==> src/pblc_cfg.svh <==
`ifndef PBLC_CFG_SVH
`define PBLC_CFG_SVH

// Register byte offsets on the internal register port
`define PBLC_ADDR_LDO 8'h1d
`define PBLC_ADDR_PB 8'h30
`define PBLC_ADDR_CC0 8'h35
`define PBLC_ADDR_CC1 8'h36

// Reset values
`define PBLC_DEF_LDO 8'h32
`define PBLC_DEF_PB 8'h2e
`define PBLC_DEF_CC0 8'h20
`define PBLC_DEF_CC1 8'h00

// Regulator control fields
`define PBLC_LDO_EN_BIT 7
`define PBLC_LDO_CODE_HI 6
`define PBLC_LDO_CODE_LO 2
`define PBLC_LDO_SW_BIT 1
`define PBLC_LDO_BASE_MV 600
`define PBLC_LDO_STEP_MV 100

// Push-button timing fields
`define PBLC_PB_GATE_BIT 7
`define PBLC_PB_WAKE1_BIT 6
`define PBLC_PB_WAKE2_BIT 5
`define PBLC_PB_WARN_HI 4
`define PBLC_PB_WARN_LO 3
`define PBLC_PB_HOLD_HI 2
`define PBLC_PB_HOLD_LO 1

// Chip control fields
`define PBLC_CC0_SHIP_BIT 7
`define PBLC_CC0_WAKE_HI 5
`define PBLC_CC0_WAKE_LO 4
`define PBLC_CC0_MASK_BIT 2
`define PBLC_CC0_HWCMD_BIT 1
`define PBLC_CC0_SWCMD_BIT 0
`define PBLC_CC0_CMD_MASK 8'h03

// Times in milliseconds
`define PBLC_WAKE1_SHORT_MS 125
`define PBLC_WAKE1_LONG_MS 500
`define PBLC_WAKE2_SHORT_MS 1000
`define PBLC_WAKE2_LONG_MS 2000
`define PBLC_HOLD_0_MS 4000
`define PBLC_HOLD_1_MS 8000
`define PBLC_HOLD_2_MS 10000
`define PBLC_HOLD_3_MS 14000
`define PBLC_WARN_STEP_MS 500
`define PBLC_RESTART_0_MS 600
`define PBLC_RESTART_1_MS 1200
`define PBLC_RESTART_2_MS 2400
`define PBLC_RESTART_3_MS 5000

// Clock and timebase
`define PBLC_CLK_HZ 20000000
`define PBLC_TICK_US 1000
`define PBLC_TICK_CYCLES (`PBLC_CLK_HZ / 1000000 * `PBLC_TICK_US)

`endif

==> src/pblc_pkg.sv <==
package pblc_pkg;

  // Power sequencing states, one-hot
  typedef enum logic [2:0] {
    PBLC_ACTIVE = 3'b001,
    PBLC_RESTART = 3'b010,
    PBLC_SHIP = 3'b100
  } pblc_state_e;

  typedef logic [13:0] pblc_ms_t;

endpackage

==> src/pblc_tick_gen.sv <==
`timescale 1ns/100ps
`include "pblc_cfg.svh"

module pblc_tick_gen
#(
  parameter int TICK_CYCLES = `PBLC_TICK_CYCLES
)
(
  // Clock and reset
  input wire logic ref_clk,
  input wire logic rst_b,
  // Millisecond strobe
  output logic tick
);

  logic [14:0] div_reg;

  // Free-running divider; one-cycle strobe per period
  always_ff @(posedge ref_clk)
  begin
    if (!rst_b)
    begin
      div_reg <= 15'h0000;
      tick <= 1'b0;
    end
    else if (div_reg == 15'(TICK_CYCLES - 1))
    begin
      div_reg <= 15'h0000;
      tick <= 1'b1;
    end
    else
    begin
      div_reg <= div_reg + 15'h0001;
      tick <= 1'b0;
    end
  end

endmodule

==> src/pblc_top.sv <==
// Summary of operation
// - Regulator output is on when its enable bit is 1 and rails are enabled; bit resets to 0.
// - Target voltage is 600 mV plus code times 100 mV; code resets to 01100.
// - Switch select 0 means linear regulator, 1 means load switch; resets to 1.
// - Gating bit 1 issues button reset only while input supply is valid.
// - First wake hold is 125 ms or 500 ms by its select bit.
// - Second wake hold is 1 s or 2 s by its select bit.
// - Button reset hold is 4, 8, 10 or 14 s; field resets to 11.
// - Warning precedes reset hold by 0.5 to 2.0 s; field resets to 01.
// - Ship enable enters ship mode once supply invalid and button released.
// - After button reset, wait 0.6, 1.2, 2.4 or 5 s before power-up.
// - Global mask set suppresses every interrupt indication.
// - Rail cycle command drops rails except always-on and restores defaults.
// - Register default command restores defaults without touching rails.
`timescale 1ns/100ps
`include "pblc_cfg.svh"

module pblc_top
#(
  parameter int TICK_CYCLES = `PBLC_TICK_CYCLES
)
(
  // Clock and reset
  input wire logic ref_clk,
  input wire logic rst_b,
  // Register port from the serial engine
  input wire logic [7:0] reg_addr,
  input wire logic [7:0] reg_wdata,
  input wire logic reg_write,
  input wire logic reg_read,
  output logic [7:0] reg_rdata,
  output logic reg_rdata_valid,
  // Board inputs
  input wire logic push_button_input_b,
  input wire logic supply_valid,
  input wire logic int_request,
  // Regulator control
  output logic regulator_on,
  output logic regulator_switch_mode,
  output logic [11:0] regulator_target_mv,
  // Power state, button events and the masked interrupt line
  output logic rails_enabled,
  output logic ship_mode,
  output logic wake_first,
  output logic wake_second,
  output logic reset_warning,
  output logic button_reset,
  output logic interrupt_out
);

  logic [7:0] ldo_reg;
  logic [7:0] pb_reg;
  logic [7:0] cc0_reg;
  logic [7:0] cc1_reg;
  pblc_pkg::pblc_ms_t press_ms_reg;
  pblc_pkg::pblc_ms_t restart_ms_reg;
  pblc_pkg::pblc_state_e state_reg;
  pblc_pkg::pblc_state_e state_next;
  logic tick;
  logic pressed;
  logic step;
  logic restore;
  logic wr_cc0;
  logic hw_cmd;
  logic sw_cmd;
  logic btn_go;
  logic hit_w1;
  logic hit_w2;
  logic hit_warn;
  logic hit_hold;
  logic ship_cond;
  pblc_pkg::pblc_ms_t press_inc;
  pblc_pkg::pblc_ms_t thr_w1;
  pblc_pkg::pblc_ms_t thr_w2;
  pblc_pkg::pblc_ms_t thr_hold;
  pblc_pkg::pblc_ms_t thr_warn;
  pblc_pkg::pblc_ms_t restart_load;

  pblc_tick_gen #(.TICK_CYCLES(TICK_CYCLES)) u_tick
  (
    .ref_clk(ref_clk),
    .rst_b(rst_b),
    .tick(tick)
  );

  ////////////////////////////////////////////////////////////////////////////
  // Threshold selection

  // Hold thresholds in milliseconds from the timing register
  always_comb
  begin
    thr_w1 = pb_reg[`PBLC_PB_WAKE1_BIT] ? 14'(`PBLC_WAKE1_LONG_MS) : 14'(`PBLC_WAKE1_SHORT_MS);
    thr_w2 = pb_reg[`PBLC_PB_WAKE2_BIT] ? 14'(`PBLC_WAKE2_LONG_MS) : 14'(`PBLC_WAKE2_SHORT_MS);
    case (pb_reg[`PBLC_PB_HOLD_HI:`PBLC_PB_HOLD_LO])
      2'h0: thr_hold = 14'(`PBLC_HOLD_0_MS);
      2'h1: thr_hold = 14'(`PBLC_HOLD_1_MS);
      2'h2: thr_hold = 14'(`PBLC_HOLD_2_MS);
      default: thr_hold = 14'(`PBLC_HOLD_3_MS);
    endcase
    // Lead is one step per code value plus one; shortest hold still exceeds it
    thr_warn = thr_hold - 14'(`PBLC_WARN_STEP_MS)
      * ({12'h000, pb_reg[`PBLC_PB_WARN_HI:`PBLC_PB_WARN_LO]} + 14'h0001);
    case (cc0_reg[`PBLC_CC0_WAKE_HI:`PBLC_CC0_WAKE_LO])
      2'h0: restart_load = 14'(`PBLC_RESTART_0_MS);
      2'h1: restart_load = 14'(`PBLC_RESTART_1_MS);
      2'h2: restart_load = 14'(`PBLC_RESTART_2_MS);
      default: restart_load = 14'(`PBLC_RESTART_3_MS);
    endcase
  end

  ////////////////////////////////////////////////////////////////////////////
  // Press timing

  // A hit fires on the tick that brings the count onto the threshold
  assign pressed = !push_button_input_b;
  assign press_inc = press_ms_reg + 14'h0001;
  assign step = tick && pressed && (press_ms_reg != 14'h3fff);
  assign hit_w1 = step && (press_inc == thr_w1);
  assign hit_w2 = step && (press_inc == thr_w2);
  assign hit_warn = step && (press_inc == thr_warn) && (state_reg == pblc_pkg::PBLC_ACTIVE);
  assign hit_hold = step && (press_inc == thr_hold) && (state_reg == pblc_pkg::PBLC_ACTIVE);
  // Gate checked only at the threshold instant; a late supply gives no reset
  assign btn_go = hit_hold && (!pb_reg[`PBLC_PB_GATE_BIT] || supply_valid);

  // Press counter; a release clears it so no pending action survives
  always_ff @(posedge ref_clk)
  begin
    if (!rst_b)
      press_ms_reg <= 14'h0000;
    else if (!pressed)
      press_ms_reg <= 14'h0000;
    else if (step)
      press_ms_reg <= press_inc;
  end

  ////////////////////////////////////////////////////////////////////////////
  // Register bank

  assign wr_cc0 = reg_write && (reg_addr == `PBLC_ADDR_CC0);
  assign hw_cmd = wr_cc0 && reg_wdata[`PBLC_CC0_HWCMD_BIT];
  assign sw_cmd = wr_cc0 && reg_wdata[`PBLC_CC0_SWCMD_BIT];
  assign restore = hw_cmd || sw_cmd || btn_go;

  // Restore wins over the write that triggered it; command bits never stored
  always_ff @(posedge ref_clk)
  begin
    if (!rst_b || restore)
    begin
      ldo_reg <= `PBLC_DEF_LDO;
      pb_reg <= `PBLC_DEF_PB;
      cc0_reg <= `PBLC_DEF_CC0;
      cc1_reg <= `PBLC_DEF_CC1;
    end
    else if (reg_write)
    begin
      case (reg_addr)
        `PBLC_ADDR_LDO: ldo_reg <= reg_wdata;
        `PBLC_ADDR_PB: pb_reg <= reg_wdata;
        `PBLC_ADDR_CC0: cc0_reg <= reg_wdata & ~`PBLC_CC0_CMD_MASK;
        `PBLC_ADDR_CC1: cc1_reg <= reg_wdata;
        default: ;
      endcase
    end
  end

  // Read data one cycle after the strobe; unmapped offsets read zero
  always_ff @(posedge ref_clk)
  begin
    if (!rst_b)
    begin
      reg_rdata <= 8'h00;
      reg_rdata_valid <= 1'b0;
    end
    else
    begin
      reg_rdata_valid <= reg_read;
      case (reg_addr)
        `PBLC_ADDR_LDO: reg_rdata <= ldo_reg;
        `PBLC_ADDR_PB: reg_rdata <= pb_reg;
        `PBLC_ADDR_CC0: reg_rdata <= cc0_reg;
        `PBLC_ADDR_CC1: reg_rdata <= cc1_reg;
        default: reg_rdata <= 8'h00;
      endcase
    end
  end

  ////////////////////////////////////////////////////////////////////////////
  // Power sequencing

  assign ship_cond = cc0_reg[`PBLC_CC0_SHIP_BIT] && !supply_valid && push_button_input_b;

  // Next state
  always_comb
  begin
    state_next = state_reg;
    case (state_reg)
      pblc_pkg::PBLC_ACTIVE:
        if (btn_go || hw_cmd)
          state_next = pblc_pkg::PBLC_RESTART;
        else if (ship_cond)
          state_next = pblc_pkg::PBLC_SHIP;
      pblc_pkg::PBLC_RESTART:
        if (tick && (restart_ms_reg <= 14'h0001))
          state_next = pblc_pkg::PBLC_ACTIVE;
      pblc_pkg::PBLC_SHIP:
        if (supply_valid || hit_w1)
          state_next = pblc_pkg::PBLC_ACTIVE;
      default: state_next = pblc_pkg::PBLC_ACTIVE;
    endcase
  end

  // State and restart countdown; delay is latched on the edge defaults return, from the old setting
  always_ff @(posedge ref_clk)
  begin
    if (!rst_b)
    begin
      state_reg <= pblc_pkg::PBLC_ACTIVE;
      restart_ms_reg <= 14'h0000;
    end
    else
    begin
      state_reg <= state_next;
      if (state_reg == pblc_pkg::PBLC_ACTIVE && state_next == pblc_pkg::PBLC_RESTART)
        restart_ms_reg <= restart_load;
      else if (tick && restart_ms_reg != 14'h0000)
        restart_ms_reg <= restart_ms_reg - 14'h0001;
    end
  end

  ////////////////////////////////////////////////////////////////////////////
  // Registered outputs

  // Rail, ship and regulator enable outputs follow the next state so rails and regulator drop together
  always_ff @(posedge ref_clk)
  begin
    if (!rst_b)
    begin
      rails_enabled <= 1'b1;
      ship_mode <= 1'b0;
      regulator_on <= 1'b0;
      regulator_switch_mode <= 1'b1;
      regulator_target_mv <= 12'h708;
    end
    else
    begin
      rails_enabled <= (state_next == pblc_pkg::PBLC_ACTIVE);
      ship_mode <= (state_next == pblc_pkg::PBLC_SHIP);
      regulator_on <= ldo_reg[`PBLC_LDO_EN_BIT] && (state_next == pblc_pkg::PBLC_ACTIVE);
      regulator_switch_mode <= ldo_reg[`PBLC_LDO_SW_BIT];
      regulator_target_mv <= 12'(`PBLC_LDO_BASE_MV) + 12'(`PBLC_LDO_STEP_MV)
        * {7'h00, ldo_reg[`PBLC_LDO_CODE_HI:`PBLC_LDO_CODE_LO]};
    end
  end

  // Event pulses and the masked interrupt line
  always_ff @(posedge ref_clk)
  begin
    if (!rst_b)
    begin
      wake_first <= 1'b0;
      wake_second <= 1'b0;
      reset_warning <= 1'b0;
      button_reset <= 1'b0;
      interrupt_out <= 1'b0;
    end
    else
    begin
      wake_first <= hit_w1;
      wake_second <= hit_w2;
      reset_warning <= hit_warn;
      button_reset <= btn_go;
      interrupt_out <= int_request && !cc0_reg[`PBLC_CC0_MASK_BIT];
    end
  end

  ////////////////////////////////////////////////////////////////////////////
  // Checks

  reg_enable_a: assert property (@(posedge ref_clk) disable iff (!rst_b)
    regulator_on |-> rails_enabled && $past(ldo_reg[7]))
    else $error("regulator on without enable");
  target_code_a: assert property (@(posedge ref_clk) disable iff (!rst_b)
    ##1 regulator_target_mv == 12'd600 + 12'd100 * {7'h00, $past(ldo_reg[6:2])})
    else $error("regulator target mismatch");
  switch_mode_a: assert property (@(posedge ref_clk) disable iff (!rst_b)
    ##1 regulator_switch_mode == $past(ldo_reg[1]))
    else $error("switch mode mismatch");
  supply_gate_a: assert property (@(posedge ref_clk) disable iff (!rst_b)
    button_reset |-> $past(!pb_reg[7] || supply_valid) && pb_reg == 8'h2e)
    else $error("button reset while gated");
  ship_entry_a: assert property (@(posedge ref_clk) disable iff (!rst_b)
    $rose(ship_mode) |-> $past(cc0_reg[7] && !supply_valid && push_button_input_b))
    else $error("ship mode without conditions");
  int_mask_a: assert property (@(posedge ref_clk) disable iff (!rst_b)
    $past(cc0_reg[2]) |-> !interrupt_out)
    else $error("interrupt passed while masked");
  rail_cycle_a: assert property (@(posedge ref_clk) disable iff (!rst_b)
    hw_cmd && state_reg == pblc_pkg::PBLC_ACTIVE |=> !rails_enabled && ldo_reg == 8'h32)
    else $error("rail cycle command not obeyed");
  soft_default_a: assert property (@(posedge ref_clk) disable iff (!rst_b)
    sw_cmd && !hw_cmd && rails_enabled && state_next == pblc_pkg::PBLC_ACTIVE
    |=> rails_enabled && cc0_reg == 8'h20 && pb_reg == 8'h2e)
    else $error("default command misbehaved");
  release_cancel_a: assert property (@(posedge ref_clk) disable iff (!rst_b)
    push_button_input_b |=> press_ms_reg == 14'h0000 && !button_reset)
    else $error("release did not cancel timing");
  cmd_readback_a: assert property (@(posedge ref_clk) disable iff (!rst_b)
    reg_read && reg_addr == 8'h35 |=> reg_rdata_valid && reg_rdata[1:0] == 2'h0)
    else $error("command bits read nonzero");

endmodule

==> config.mk <==
export PLATFORM = sky130hd
export DESIGN_NAME = pblc_top
export DESIGN_NICKNAME = d
export VERILOG_FILES = /design/src/pblc_pkg.sv /design/src/pblc_tick_gen.sv /design/src/pblc_top.sv
export VERILOG_INCLUDE_DIRS = /design/src
export SDC_FILE = /design/constraint.sdc
export NUM_CORES = 1
export LEC_CHECK = 0
export ABC_AREA = 1
export BUFFER_PORTS_ARGS = -buffer_cell sky130_fd_sc_hd__buf_2
export CORE_MARGIN = 4
export CORE_UTILIZATION = 28
export CTS_CLUSTER_SIZE = 10
export DETAILED_ROUTE_END_ITERATION = 10
export PLACE_DENSITY_LB_ADDON = 0.25
export SLEW_MARGIN = 5
export SYNTH_ARGS = -nofsm -noshare
export SYNTH_HDL_FRONTEND = slang
export SYNTH_SLANG_ARGS = --single-unit
==> constraint.sdc <==
create_clock -name ref_clk -period 3.9 [get_ports ref_clk]
set_input_delay 1.17 -clock ref_clk [delete_from_list [all_inputs] [get_ports ref_clk]]
set_output_delay 1.17 -clock ref_clk [all_outputs]
set_load 0.02 [all_outputs]
==> results of run 1 <==
## cells by family after synthesis
family,synth area share (%)
AO/OA/AOI/OAI,11.79
XOR/XNOR,4.959
buffers and inverters,8.737
other,0.05898
flip-flops,33.06
multiplexers,0.3148
AND/OR/NAND/NOR,31.68
adder cells (fa/ha/maj),9.406
## worst min-delay path by stage
| stage | end | depth (start not counted) |
|---|---|---|
| after CTS | u_tick.div_reg[0]$_SDFF_PP0_ | 1 |
| after floorplan | regulator_target_mv[3]$_SDFF_PN1_ | 1 |
| after global placement | u_tick.div_reg[0]$_SDFF_PP0_ | 1 |
| after detailed placement | u_tick.div_reg[0]$_SDFF_PP0_ | 1 |
| after global routing | u_tick.div_reg[0]$_SDFF_PP0_ | 1 |
| final | u_tick.div_reg[0]$_SDFF_PP0_ | 1 |
## area by class of cell
class,instances,area share (%)
Multi-Input combinational cell,667,51.28
Clock inverter,6,0.7956
Sequential cell,105,29.06
Timing Repair Buffer,60,4.497
Clock buffer,10,3.303
Tap cell,280,4.843
Inverter,120,6.226
## layout by cell type, fill, tap and decap left out, types with 7 or more instances in the layout
cell type  Yosys  routed
nand3_1       74      74
ha_1          43      43
buf_4          5      10
inv_1        112     112
buf_2          0      50
xor2_1        22      22
nand2_2        7       7
xnor2_1       14      14
nand2_1      178     178
nor2_1       103     103
a21oi_1       63      63
dfxtp_1      105     105
nand4_1       22      22
clkbuf_16      0       9
or2_2          9       9
o21ai_0       38      38
nor2_2         7       7
nor3_1        23      22
or2_1          7       7
## layer usage
metal,vias to the layer above,wire length (microns),share of wire [%]
met4,0,539,3.2
met2,128,7373,44
met3,29,678,4.0
li1,3076,-,-
met1,2557,8350,49
met5,-,0,0
## power breakdown
part	leakage, nW	internal, mW	switching [mW]
Clock	0.141	0.468	0.466
Sequential	0.848	1.08	0.00319
Combinational	2.23	0.0266	0.0640
Total	3.22	1.57	0.533
==> out/results.ini, run 1 <==
[detailed_routing]
drt-vias-per-instance=4.639
drt_pass1_iterations=5
routed-via-count=5790
drtIter0Drc=307
ant_nets=0
drc_errors=0
drt_wl_total_microns=16940
wl_per_cell_microns=13.58

[finish]
syn_to_final_growth_pct=13.77
largest_register_ffs=15
antennaDiodeCount=0
fillers=2385
drive_gt1_share_pct=12.09
num-nets-final=1032
seq_area_sq_um=2102
final_cells=1248
fin_util_pct=32.74
stdcell_area_sq_um=7234
multiInputGateArea_sq_um=3710

[placed_design]
place_area_sq_um=6938
hpwl_microns=13030
pre_cts_ws_ns=0.4200
gp_congestion=0.8582
port_buffers=50
dp.cells=1232

[cts]
cts-root-buf=clkbuf_16
clock_latency_ns=0.36
post_cts_buffers=0
path_clk_slew_ns=0.08
clock_path_buffers=2
cts_max_level=3
postCtsHoldBufs=0
cts_buffers=9
cts_tree=done
cts.sinks=105
cts_resized=0

[synth]
synth_edf_count=0
ys_async_sr_fraction_pct=0
synth_commonest_cells=178 x nand2_1, 112 x inv_1, 105 x dfxtp_1, 103 x nor2_1, 74 x nand3_1
synthFlopType=dfxtp_1
ys_ff_latch=105
synth.top_cell.area_share_pct=33.06
syn_area_per_cell_sq_um=6.972
ys_seq_area_share_pct=33.06
synthesis.area_sq_um=6359
synthCells=912
synth_top_area_cell=dfxtp_1
yosysUniqueCellTypes=45
synthTopCellsByArea=dfxtp_1 33%, nand2_1 11%, ha_1 8.5%
yosysWarnings=0
yosysMostFrequentCell=nand2_1

[grt]
grt_pass1_wl_microns=27970
met1_usage_pct=19.05
grt_pass1_vias=5520
met2_usage_pct=21.64
busiest_layer=met2
globalRoute.totalOverflow=0
met3_usage_pct=1.930
antenna_found_initial=0
grt.total_usage_pct=13.87
grt_max_degree=31

[setup_path]
crit_path_start=pb_reg[3]$_SDFFE_PP1P_
cp_data_arrival_time_ns=3.64
rr_worst_depth=15
path_buf_inv=3
worstSetupStartpointType=register
crit_fanout=8
worstReg2RegStart=pb_reg[3]$_SDFFE_PP1P_
endpoint_kind=register
cpMaxStageDelayCell=dfxtp_1
rr_endpoint=reset_warning$_SDFF_PN0_
reg2reg_slack_ns=0.52
crit_chain=inv_1, ha_1, xnor2_1, ha_1, fa_1, inv_1, ha_1, inv_1, o21bai_1, a21oi_1, nand3_1, o21ai_0, nor2_1, nand3_1, nor2_1
critPathTopFamily=adder cells
crit_path_max_incr_delay_ns=0.48
path_depth=15
critical_path_class=reg -> reg
crit_path_end=reset_warning$_SDFF_PN0_
crit_required_ns=4.16

[timing]
finalMaxSlewViolations=0
finalWorstPathRequiredPeriod_ns=3.381
worst_slew_pin_slew_ns=1.191
fmax_mhz=295.7
finalCritPeriodShare_pct=86.70
setup_violations=0
hold_viol=0
skew_ns=0.009654
tns_ns=0
whs_ns=0.4433
worst_slack_ns=0.5185
relSlewSlack_pct=20.59
rsz0062_at_grt=false

[floorplanning]
dieArea_sq_um=25180
start_util_pct=28.78
io_pins=53
die_width_microns=158.7
core_sq_um=22090
die_h_microns=158.7
rows=54

[outcome]
status=complete, no violations

[power]
finalPower_mw=2.104
ir_worst_vdd_uv=222.7
power.density_nw_per_um2=290.8
p_leak_nw=3.217

[min_path]
hold_class=reg -> reg
hold_start=u_tick.div_reg[0]$_SDFF_PP0_

[flow_run]
cap_violations=0

Power figures use the tool's default switching activity.
==> run 2: changes to the inputs <==
--- a/config.mk
+++ b/config.mk
@@ -16,4 +16,5 @@
 export SLEW_MARGIN = 5
 export SYNTH_ARGS = -nofsm -noshare
 export SYNTH_HDL_FRONTEND = slang
+export SYNTH_HIERARCHICAL = 1
 export SYNTH_SLANG_ARGS = --single-unit
==> out/results.ini, run 2 <==
[synth]
synth.top_cell.area_share_pct=32.02  ; was 33.06%
synthTopCellsByArea=dfxtp_1 32%, nand2_1 13%, ha_1 8.4%  ; was dfxtp_1 33%, nand2_1 11%, ha_1 8.5%
synth_edf_count=0  ; unchanged
yosysUniqueCellTypes=48  ; was 45
synthCells=927  ; was 912
yosysWarnings=6  ; was 0
syn_area_per_cell_sq_um=7.082  ; was 6.972 sq um
yosysMostFrequentCell=nand2_1  ; unchanged
ys_ff_latch=105  ; unchanged
ys_seq_area_share_pct=32.02  ; was 33.06%
ys_async_sr_fraction_pct=0  ; unchanged
synthesis.area_sq_um=6565  ; was 6359 sq um
synthFlopType=dfxtp_1  ; unchanged
synth_commonest_cells=228 x nand2_1, 109 x inv_1, 105 x dfxtp_1, 85 x nor2_1, 71 x nand3_1  ; was 178 x nand2_1, 112 x inv_1, 105 x dfxtp_1, 103 x nor2_1, 74 x nand3_1
synth_top_area_cell=dfxtp_1  ; unchanged

[grt]
met3_usage_pct=2.143  ; was 1.930%
grt.total_usage_pct=13.49  ; was 13.87%
met2_usage_pct=20.61  ; was 21.64%
met1_usage_pct=19.75  ; was 19.05%
globalRoute.totalOverflow=0  ; unchanged
grt_pass1_vias=5691  ; was 5520
grt_max_degree=23  ; was 31
antenna_found_initial=0  ; unchanged
busiest_layer=met2  ; unchanged
grt_pass1_wl_microns=28790  ; was 27970 microns

[finish]
drive_gt1_share_pct=15.17  ; was 12.09%
antennaDiodeCount=0  ; unchanged
largest_register_ffs=15  ; unchanged
syn_to_final_growth_pct=13.53  ; was 13.77%
layout_common_cells=228 x nand2_1, 109 x inv_1, 105 x dfxtp_1  ; was 178 x nand2_1, 112 x inv_1, 105 x dfxtp_1
mostFrequentLayoutCell=nand2_1  ; unchanged
num-nets-final=1048  ; was 1032

[cts]
cts_tree=done  ; unchanged
cts_resized=0  ; unchanged
cts_max_level=3  ; unchanged
path_clk_slew_ns=0.08  ; about the same
cts.sinks=105  ; unchanged
clock_path_buffers=2  ; unchanged
clock_latency_ns=0.36  ; about the same
postCtsHoldBufs=0  ; unchanged
post_cts_buffers=0  ; unchanged
cts-root-buf=clkbuf_16  ; unchanged
cts_buffers=9  ; unchanged

[detailed_routing]
drt-vias-per-instance=4.628  ; was 4.639
drtIter0Drc=469  ; was 307
drt_wl_total_microns=17570  ; was 16940 microns
routed-via-count=5993  ; was 5790
drt_pass1_iterations=5  ; unchanged
ant_nets=0  ; unchanged
drc_errors=0  ; unchanged
wl_per_cell_microns=13.56  ; was 13.58 microns

[setup_path]
endpoint_kind=register  ; unchanged
cpMaxStageDelayCell=dfxtp_1  ; unchanged
worstSetupStartpointType=register  ; unchanged
crit_fanout=6  ; was 8
crit_required_ns=4.16  ; about the same
crit_path_max_incr_delay_ns=0.43  ; was 0.48 ns
cp_data_arrival_time_ns=3.48  ; was 3.64 ns
crit_chain=inv_1, ha_1, xnor2_1, ha_1, inv_1, fa_1, inv_1, ha_1, a21o_1, a31oi_1, nand3_1, a21oi_1, nand2_1, nand4_1, nor2_1  ; was inv_1, ha_1, xnor2_1, ha_1, fa_1, inv_1, ha_1, inv_1, o21bai_1, a21oi_1, nand3_1, o21ai_0, nor2_1, nand3_1, nor2_1
critical_path_class=reg -> reg  ; unchanged

[power]
finalPower_mw=2.054  ; was 2.104 mW
pwr-share-comb_pct=4.7  ; was 4.3%
power.internal_mw=1.540  ; was 1.571 mW
power.density_nw_per_um2=275.6  ; was 290.8 nW/um^2
ir_worst_vdd_uv=172.5  ; was 222.7 uV
p_leak_nw=3.246  ; was 3.217 nW
p_sw_mw=0.5143  ; was 0.5328 mW
p_sw_share_pct=25.04  ; was 25.32%
p_seq_share_pct=52.7  ; was 51.3%
pwr-share-clk_pct=42.6  ; was 44.4%

[floorplanning]
rows=55  ; was 54
die_h_microns=161.1  ; was 158.7 microns
io_pins=53  ; unchanged
die_width_microns=161.1  ; was 158.7 microns
start_util_pct=28.73  ; was 28.78%
core_sq_um=22850  ; was 22090 sq um
dieArea_sq_um=25960  ; was 25180 sq um

[timing]
rsz0062_at_grt=false  ; unchanged
worst_slack_ns=0.6804  ; was 0.5185 ns
setup_violations=0  ; unchanged
skew_ns=0.008551  ; was 0.009654 ns
relSlewSlack_pct=54.35  ; was 20.59%
whs_ns=0.4611  ; was 0.4433 ns
finalCritPeriodShare_pct=82.55  ; was 86.70%
tns_ns=0  ; unchanged
finalMaxSlewViolations=0  ; unchanged
fmax_mhz=310.6  ; was 295.7 MHz
worst_slew_pin_slew_ns=0.6840  ; was 1.191 ns
hold_viol=0  ; unchanged
finalWorstPathRequiredPeriod_ns=3.220  ; was 3.381 ns

[placed_design]
port_buffers=50  ; unchanged
pre_cts_ws_ns=0.4888  ; was 0.4200 ns
gp_congestion=0.8247  ; was 0.8582
hpwl_microns=13540  ; was 13030 microns

[flow_run]
cap_violations=0  ; unchanged

[min_path]
hold_class=reg -> reg  ; unchanged

[outcome]
status=complete, no violations  ; unchanged

## run 2: critical path, delay by kind of cell, from the launching register on
kind | cells | cell delay [ns]
adder cells (fa/ha/maj) | 4 | 1.24
AO/OA/AOI/OAI | 3 | 0.58
flip-flops | 1 | 0.43
AND/OR/NAND/NOR | 4 | 0.30
buffers and inverters | 3 | 0.29
XOR/XNOR | 1 | 0.28
## run 2: area by class of cell
cell class                 count  area [sq um]
inverter                     115         431.7
sequential                   105          2102
tap                          313         391.6
timing repair buffer          61         345.3
clock inverter                 6         42.54
fill                        2542         15390
clock buffer                   9         225.2
multi-input combinational    686          3915
## run 2: power by group through the flow
stage	Combinational, mW	Clock, mW	Sequential (mW)
2_1_floorplan	0.0562	0	1.11
3_3_place_gp	0.0973	0	1.11
3_5_place_dp	0.0962	0	1.11
4_1_cts	0.0965	0.907	1.08
5_1_grt	0.106	0.937	1.08
6_report	0.0962	0.876	1.08
## run 2: path summary, 6_finish.rpt
kind / end / slack, ns / cells after the start / from
setup / recovery: reset_warning$_SDFF_PN0_ / 0.68 / 15 / pb_reg[4]$_SDFFE_PP0P_
hold / removal: regulator_target_mv[3]$_SDFF_PN1_ / 0.46 / 1 / ldo_reg[3]$_SDFFE_PP0P_
setup reg to reg: reset_warning$_SDFF_PN0_ / 0.68 / 15 / pb_reg[4]$_SDFFE_PP0P_
hold reg to reg: regulator_target_mv[3]$_SDFF_PN1_ / 0.46 / 1 / ldo_reg[3]$_SDFFE_PP0P_
## run 2: per-stage QoR
step           instances  utilization [%]  cell area, sq um
3_5_place_dp        1280            31.45              7186
6_report            1295            32.62              7453
4_1_cts             1295            32.62              7453
2_1_floorplan        928                -              6569
5_1_grt             1295            32.62              7453
3_3_place_gp        1280            31.45              7186
## run 2: kinds of logic (layout without fill, tap and decap cells)
group / after synthesis / in the layout / share of synthesized area (%)
adders and majority gates: 47 / 47 / 9.301
other: 1 / 2 / 0.05712
DFF: 105 / 105 / 32.02
and+or+nand+nor: 470 / 470 / 32.78
buffers and inverters: 137 / 191 / 8.500
AOI/OAI and AO/OA: 133 / 133 / 12.81
xor gates and xnor gates: 34 / 34 / 4.536
## run 2: layer usage
metal / share of wire (%) / up-vias
li1: - / 3111
met1: 52 / 2746
met2: 43 / 116
met3: 3.2 / 20
met4: 1.6 / 0
met5: 0 / -
